### config.mk
export PLATFORM = sky130hd
export DESIGN_NAME = wrc_top
export DESIGN_NICKNAME = d
export VERILOG_FILES = /design/src/core/wrc_pkg.sv /design/src/core/wrc_top.sv
export SDC_FILE = /design/constraint.sdc
export NUM_CORES = 1
export LEC_CHECK = 0
export ABC_CLOCK_PERIOD_IN_PS = 2600
export BUFFER_PORTS_ARGS = -buffer_cell sky130_fd_sc_hd__buf_4
export CAP_MARGIN = 20
export CORE_MARGIN = 5
export CORE_UTILIZATION = 50
export DETAILED_ROUTE_END_ITERATION = 8
export GPL_TIMING_DRIVEN = 0
export PLACE_DENSITY = 0.8
export SLEW_MARGIN = 10
export SYNTH_ARGS = -nofsm -noshare
export SYNTH_HDL_FRONTEND = slang
export SYNTH_SLANG_ARGS = --single-unit
### constraint.sdc
create_clock -name clk -period 2.6 [get_ports clk]
set_input_delay 0.52 -clock clk [delete_from_list [all_inputs] [get_ports clk]]
set_output_delay 0.52 -clock clk [all_outputs]
set_load 0.05 [all_outputs]
### src/core/wrc_pkg.sv
// Shared types and constants for the watchdog and reset control block.
// Assumes a single 25 MHz system clock and static fuse levels.
// Function
// - Supply-low indication asserts internal reset at once, without delay.
// - Supply-low release starts delay counter; reset held until its time-out.
// - Low external reset pin resets asynchronously, even with no clock.
// - After reset pin rises, delay counter time-out runs before release.
// - Enabled brown-out asserts reset; release follows the delay time-out.
// - Brown-out counts only when low-supply persists beyond a minimum time.
// - Watchdog expiry makes a reset pulse exactly one clock cycle long.
// - Delay counter starts on trailing edge of the watchdog pulse.
// - Reference enable follows brown-out fuse, bandgap select or converter enable.
// - Watchdog counter advances on the separate 1 MHz oscillator.
// - Watchdog counter cleared by restart, when disabled, and on chip reset.
// - Three-bit prescale select picks one of eight watchdog periods.
// - Enabled watchdog reaching its period without restart resets the device.
// - Safety level from fuses: always-on gives 2, compat gives 0, else 1.
// - Writing one to the enable bit always enables, no sequence needed.
// - Level 0 takes prescale writes anytime; disabling still needs the sequence.
// - Level 1 second write within four cycles sets enable and prescale.
// - Level 2 keeps the watchdog enabled and reads enable as one.
// - Level 2 second write updates prescale only; enable value ignored.
// - Change-enable clears itself four clock cycles after being set.
// - Prescale 000 gives 16K oscillator cycles, doubling up to 2048K.
// - Sticky watchdog reset flag; cleared by supply reset or software zero.
package wrc_pkg;

    typedef struct packed {
        logic chg_en;
        logic en;
        logic [2:0] presc;
    } wrc_wdt_ctrl_t;

    typedef struct packed {
        logic always_on;
        logic compat;
        logic lsd_en;
    } wrc_fuse_t;

    typedef enum logic [2:0] {
        RS_RUN = 3'h1,
        RS_HOLD = 3'h2,
        RS_DELAY = 3'h4
    } wrc_rst_state_t;

    localparam int CLK_NS = 40;
    localparam int WD_OSC_HZ = 1000000;
    localparam int LSD_MIN_NS = 2000;
    localparam int LSD_MIN_CYC = (LSD_MIN_NS + CLK_NS - 1) / CLK_NS;
    localparam logic [7:0] LSD_MIN_CNT = 8'(LSD_MIN_CYC);
    localparam int WIN_CYC = 4;
    localparam logic [2:0] WIN_LOAD = 3'(WIN_CYC - 1);
    localparam int WD_BASE_DEF = 16384;
    localparam int TOUT_W = 16;
    localparam int WD_CNT_W = 22;
    localparam logic [1:0] LVL_0 = 2'h0;
    localparam logic [1:0] LVL_1 = 2'h1;
    localparam logic [1:0] LVL_2 = 2'h2;
    localparam logic [2:0] PRESC_RST = 3'h0;

endpackage

### src/core/wrc_top.sv
// Reset sequencer, brown-out filter and watchdog with timed configuration writes.
// Assumes analog indications, the reset pin, the watchdog oscillator and fuses
// arrive asynchronously, while register strobes come from the clk domain.
`timescale 1ns/1ns
`default_nettype none

module wrc_top
    import wrc_pkg::*;
#(
    parameter int WD_BASE_CYC = WD_BASE_DEF
) (
    input wire logic clk,
    input wire logic rst,
    input wire logic supply_low,
    input wire logic reset_pin_n,
    input wire logic low_supply_detect,
    input wire logic wd_osc,
    input wire wrc_fuse_t fuses,
    input wire logic [TOUT_W-1:0] reset_delay_timeout,
    input wire logic wd_restart,
    input wire logic wdt_wr,
    input wire wrc_wdt_ctrl_t wdt_wdata,
    output wrc_wdt_ctrl_t wdt_rdata,
    input wire logic flag_wr,
    input wire logic flag_wdata,
    output logic wd_reset_flag,
    input wire logic comparator_bandgap_select,
    input wire logic converter_enable,
    output logic vref_enable,
    output logic core_reset,
    output logic [1:0] safety_level
);

    logic [6:0] sync1_q;
    logic [6:0] sync2_q;
    logic supply_s;
    logic pin_low_s;
    logic lsd_s;
    logic osc_s;
    wrc_fuse_t fuse_s;
    logic osc_d_q;
    logic osc_tick;
    logic [7:0] lsd_cnt_q;
    logic lsd_valid_q;
    wrc_rst_state_t st_q;
    logic [TOUT_W-1:0] dly_cnt_q;
    logic [TOUT_W-1:0] dly_last;
    logic src_active;
    logic chip_rst;
    logic [1:0] level;
    logic en_q;
    logic ce_q;
    logic [2:0] ce_cnt_q;
    logic [2:0] presc_q;
    logic en_eff;
    logic win_open;
    logic win_second;
    logic [WD_CNT_W-1:0] wd_cnt_q;
    logic [WD_CNT_W-1:0] wd_last;
    logic wd_expire;
    logic wd_pulse_q;
    logic flag_q;
    logic vref_q;

    // Two-flop synchronisers for every asynchronous input.
    always_ff @(posedge clk or posedge rst) begin
        if (rst) begin
            sync1_q <= 7'h00;
            sync2_q <= 7'h00;
        end else begin
            sync1_q <= {supply_low, ~reset_pin_n, low_supply_detect, wd_osc, fuses};
            sync2_q <= sync1_q;
        end
    end

    assign supply_s = sync2_q[6];
    assign pin_low_s = sync2_q[5];
    assign lsd_s = sync2_q[4];
    assign osc_s = sync2_q[3];
    assign fuse_s = sync2_q[2:0];

    always_ff @(posedge clk or posedge rst) begin
        if (rst) begin
            osc_d_q <= 1'b0;
        end else begin
            osc_d_q <= osc_s;
        end
    end

    assign osc_tick = osc_s & ~osc_d_q;

    always_ff @(posedge clk or posedge rst) begin
        if (rst) begin
            lsd_cnt_q <= 8'h00;
            lsd_valid_q <= 1'b0;
        end else if (!(lsd_s && fuse_s.lsd_en)) begin
            lsd_cnt_q <= 8'h00;
            lsd_valid_q <= 1'b0;
        end else if (lsd_cnt_q >= LSD_MIN_CNT) begin
            lsd_valid_q <= 1'b1;
        end else begin
            lsd_cnt_q <= lsd_cnt_q + 8'h01;
        end
    end

    assign src_active = supply_s | pin_low_s | lsd_valid_q | wd_pulse_q;

    // time-out taken from the configuration input
    assign dly_last = (reset_delay_timeout == '0) ? '0 : reset_delay_timeout - 1'b1;

    // delay counter stretches reset after every source clears
    always_ff @(posedge clk or posedge rst) begin
        if (rst) begin
            st_q <= RS_HOLD;
            dly_cnt_q <= '0;
        end else begin
            case (st_q)
                RS_RUN: begin
                    if (src_active) begin
                        st_q <= RS_HOLD;
                    end
                end
                RS_HOLD: begin
                    dly_cnt_q <= '0;
                    if (!src_active) begin
                        st_q <= RS_DELAY;
                    end
                end
                RS_DELAY: begin
                    if (src_active) begin
                        st_q <= RS_HOLD;
                    end else if (dly_cnt_q >= dly_last) begin
                        st_q <= RS_RUN;
                    end else begin
                        dly_cnt_q <= dly_cnt_q + 1'b1;
                    end
                end
                default: begin
                    st_q <= RS_HOLD;
                end
            endcase
        end
    end

    assign chip_rst = (st_q != RS_RUN);

    // raw supply and pin levels reach reset with no clock involved
    assign core_reset = rst | supply_low | ~reset_pin_n | lsd_valid_q | wd_pulse_q | chip_rst;

    assign level = fuse_s.always_on ? LVL_2 : (fuse_s.compat ? LVL_0 : LVL_1);
    assign safety_level = level;

    assign en_eff = en_q | (level == LVL_2);

    assign win_open = wdt_wr & wdt_wdata.chg_en & wdt_wdata.en;
    assign win_second = wdt_wr & ~wdt_wdata.chg_en & ce_q;

    // change window closes four cycles after opening
    always_ff @(posedge clk or posedge rst) begin
        if (rst) begin
            ce_q <= 1'b0;
            ce_cnt_q <= 3'h0;
        end else if (supply_s) begin
            ce_q <= 1'b0;
            ce_cnt_q <= 3'h0;
        end else if (win_open) begin
            ce_q <= 1'b1;
            ce_cnt_q <= WIN_LOAD;
        end else if (win_second) begin
            ce_q <= 1'b0;
        end else if (ce_q) begin
            if (ce_cnt_q == 3'h0) begin
                ce_q <= 1'b0;
            end else begin
                ce_cnt_q <= ce_cnt_q - 3'h1;
            end
        end
    end

    // enable written freely, cleared only inside window
    always_ff @(posedge clk or posedge rst) begin
        if (rst) begin
            en_q <= 1'b0;
        end else if (supply_s) begin
            en_q <= 1'b0;
        end else if (wdt_wr && wdt_wdata.en) begin
            en_q <= 1'b1;
        end else if (win_second && level != LVL_2) begin
            en_q <= 1'b0;
        end
    end

    // prescale open at level 0, windowed otherwise
    always_ff @(posedge clk or posedge rst) begin
        if (rst) begin
            presc_q <= PRESC_RST;
        end else if (supply_s) begin
            presc_q <= PRESC_RST;
        end else if (wdt_wr && (level == LVL_0 || win_second)) begin
            presc_q <= wdt_wdata.presc;
        end
    end

    assign wdt_rdata = '{chg_en: ce_q, en: en_eff, presc: presc_q};

    // period doubles per prescale step from the base count
    assign wd_last = (WD_CNT_W'(WD_BASE_CYC) << presc_q) - 1'b1;

    assign wd_expire = en_eff & osc_tick & (wd_cnt_q >= wd_last) & ~chip_rst;

    // counter clears on restart, disable and chip reset
    always_ff @(posedge clk or posedge rst) begin
        if (rst) begin
            wd_cnt_q <= '0;
        end else if (chip_rst || !en_eff || wd_restart || wd_expire) begin
            wd_cnt_q <= '0;
        end else if (osc_tick) begin
            wd_cnt_q <= wd_cnt_q + 1'b1;
        end
    end

    always_ff @(posedge clk or posedge rst) begin
        if (rst) begin
            wd_pulse_q <= 1'b0;
        end else begin
            wd_pulse_q <= wd_expire;
        end
    end

    // sticky flag, set beats software clear
    always_ff @(posedge clk or posedge rst) begin
        if (rst) begin
            flag_q <= 1'b0;
        end else if (supply_s) begin
            flag_q <= 1'b0;
        end else if (wd_pulse_q) begin
            flag_q <= 1'b1;
        end else if (flag_wr && !flag_wdata) begin
            flag_q <= 1'b0;
        end
    end

    assign wd_reset_flag = flag_q;

    always_ff @(posedge clk or posedge rst) begin
        if (rst) begin
            vref_q <= 1'b0;
        end else begin
            vref_q <= fuse_s.lsd_en | comparator_bandgap_select | converter_enable;
        end
    end

    assign vref_enable = vref_q;
endmodule

`default_nettype wire

==> metrics.yaml <==
timing:
  rsz0062_at_grt: "yes"
  clock.fmax_ghz: 0.2920
  finClkSkew_ps: 12.57
  setup_viol_count_final: 18
  maxSlewViolCount: 0
  tightest_slew_ps: 656.1
  finalCritPeriodShare_pct: 131.7
  hold_violations: 0
  layout_setup_ws_ps: -824.3
  slew_headroom_pct: 55.92
  min_period_ps: 3424
clock_network:
  cts_tree: "done"
  root_buffer: "clkbuf_8"
  clockBufferDepth: 2
  path_clk_slew_ps: 80
  cts_buffers: 9
  htree_levels: 3
  hold_buffers: 0
  worstSkewPairLatency_ps: 350
  clkSinkCount: 76
worst_setup_path:
  critPathCaptureType: "register"
  reg2reg_depth: 10
  crit_chain: "buf_6 > or4_4 > nor4_4 > buf_4 > nand2_4 > nor4_4 > mux2i_1 > ha_1 > nand4_1 > nor3_2 > nor4b_4 > buf_4 > nor4_4 > buf_4 > a221o_1"
  cp_max_fo: 4
  cp.required_ps: 2840
  slowest_stage: "or4_4"
  critical-path-top-delay-family: "simple AND/OR/NAND/NOR gates"
  setup.worst_path.start: "reset_delay_timeout[5]"
  slowest_delay_ps: 550
  cp_num_cells: 15
  cp-start-kind: "input port"
  regToRegStartpoint: "dly_cnt_q[0]"
  cp.arrival_ps: 3660
  cp_num_buf_inv: 4
  r2r_end: "dly_cnt_q[12]"
  r2r_slack_ps: 190
  endpoint: "dly_cnt_q[15]"
  critPathKind: "in -> reg"
yosys:
  synth_cells: 465
  synth_top_area_cell: "dfrtp_1"
  synth_top_flop_cell: "dfrtp_1"
  ys_ff_latch: 76
  yosys_warnings: 0
  synth_cell_types: 55
  synthTopCellsByArea: "dfrtp_1 (42%), ha_1 (9.0%), nor2_1 (4.9%), nand2_1 (3.7%), xnor2_1 (3.6%)"
  synth-edff-count: 0
  netlist.area_leader.share_pct: 42.31
  syn_avg_cell_area_um2: 9.539
  syn_area_um2: 4436
  yosysSeqAreaShare_pct: 42.91
  synth_nets: 533
  async_flop_share_pct: 100.0
route:
  via_per_inst: 5.611
  num_vias: 3636
  firstDrtPassIters: 4
  drt_iter0_drc: 199
  drt.antenna.violating_nets: 0
  wl_um: 9767
  wire_per_inst_um: 15.07
  drc: 0
grt:
  grt_pass1_wl_um: 16760
  antenna_found_initial: 0
  grt_start_max_net_pins: 65
  grt_pass1_vias: 3640
  overflow: 0
  track_usage_pct: 18.48
flow_run:
  maxCapViolCount: 0
floorplan:
  core-area_um2: 8678
  die_h_um: 104.2
  placementRows: 34
  die_area_um2: 10850
  ios: 46
  start_util_pct: 51.11
  die_x_um: 104.2
finish:
  drive_above_1_share_pct: 24.81
  syn_to_final_growth_pct: 23.53
  final_cells: 648
  fill_cells: 703
  antenna_cells: 0
  most-common-layout-cells: "dfrtp_1 (75), nor2_1 (57), buf_4 (56), nand2_1 (42), ha_1 (31)"
  fin_nets: 603
  final_common_cell: "dfrtp_1"
power_and_ir_drop:
  power_w: 0.002642
  leakage_nw: 2.445
  peakVddDrop_mv: 0.3427
  power-per-cell-area_nw_per_um2: 482.2
run_status:
  status: "complete, but fails checks"
  failed_checks: "setup timing"
placed_design:
  dpl.hpwl_um: 7084
  place_congestion: 0.7953
  io_buffers: 45
  preCtsSetupSlack_ps: -1301
  post-place-cells: 619
worst_hold_path:
  hp-class: "in -> async"
area by class of cell:
cell class,instances,area [um2],share of cell area (%)
Clock buffer,10,137.6,2.512
Buffer,12,86.33,1.576
Timing Repair Buffer,59,478.0,8.723
Multi-Input combinational cell,353,2537,46.31
Sequential cell,76,1903,34.73
Inverter,24,92.59,1.690
Clock inverter,6,108.9,1.987
Tap cell,108,135.1,2.466
how the worst min path moves through the flow:
stage / end / depth (start not counted)
detailed placement: sync2_q[4] / 0
global route: osc_d_q / 2
finish: osc_d_q / 2
floorplan: sync2_q[0] / 0
global placement: sync2_q[2] / 0
CTS: osc_d_q / 2
what timing repair did:
action                                  in CTS  in global routing
pin swaps                                    7                  0
endpoints found under the setup margin      18                 19
gates resized for setup                     26                 11
gates cloned                                 1                  2
buffers inserted                             8                  2
layer usage:
metal	share of wire (%)	global-route usage, %	wire (um)	vias to the layer above
met3	3.7	3.352	357	24
met1	43	23.34	4231	1741
met2	50	30.97	4930	93
met5	0	0	0	-
li1	-	-	-	1778
met4	2.5	7.956	247	0
sequential cells by signal, summed over array words and instances, names as in the netlist:
| name | flops |
|---|---|
| ce_cnt_q | 3 |
| ce_q | 1 |
| dly_cnt_q | 16 |
| en_q | 1 |
| lsd_cnt_q | 8 |
| lsd_valid_q | 1 |
| osc_d_q | 1 |
| presc_q | 3 |
| st_q | 3 |
| sync1_q | 7 |
| sync2_q | 7 |
| vref_enable | 1 |
| wd_cnt_q | 22 |
| wd_pulse_q | 1 |
| wd_reset_flag | 1 |
per-stage QoR:
stage               instance area [um2]  utilization (%)  setup TNS [ps]  hold slack, ps
floorplan                          4483                -          -13180           331.2
global placement                   4956            57.11          -74450           333.0
detailed placement                 4986            57.45          -21800           337.9
CTS                                5413            62.37          -12600           71.60
global route                       5479            63.13          -16310           75.83
finish                             5479            63.13          -13640           81.10
cells by family after synthesis:
kind of cell    share of synthesized area [%]
compound gates                          13.09
mux                                    0.9309
other cells                           0.08455
buf+inv                                 3.526
flops                                   42.91
xor+xnor                                7.109
simple gates                            23.33
fa+ha+maj                               9.027
Yosys cell counts (3+ instances only):
cell type	count
buf_2	5
nor3_1	10
dfrtp_1	75
o21a_1	12
a21oi_1	30
a31oi_1	7
a211oi_1	3
mux2i_1	3
nor4_1	4
nor2b_1	3
nand4_1	8
and3_1	14
clkbuf_1	3
ha_1	32
a21o_1	3
nand3b_1	6
nand2_1	44
inv_1	24
xor2_1	18
o21ai_0	14
nor2_1	58
nand2b_1	5
xnor2_1	18
buf_4	4
nand3_1	23
report_power, final:
| part | internal, W | switching, W |
|---|---|---|
| clock | 0.000664 | 0.000442 |
| sequential | 0.00121 | 0.0000231 |
| combinational | 0.000131 | 0.000175 |
| total | 0.00200 | 0.000640 |
No activity file was read; power rests on OpenSTA's default activity.
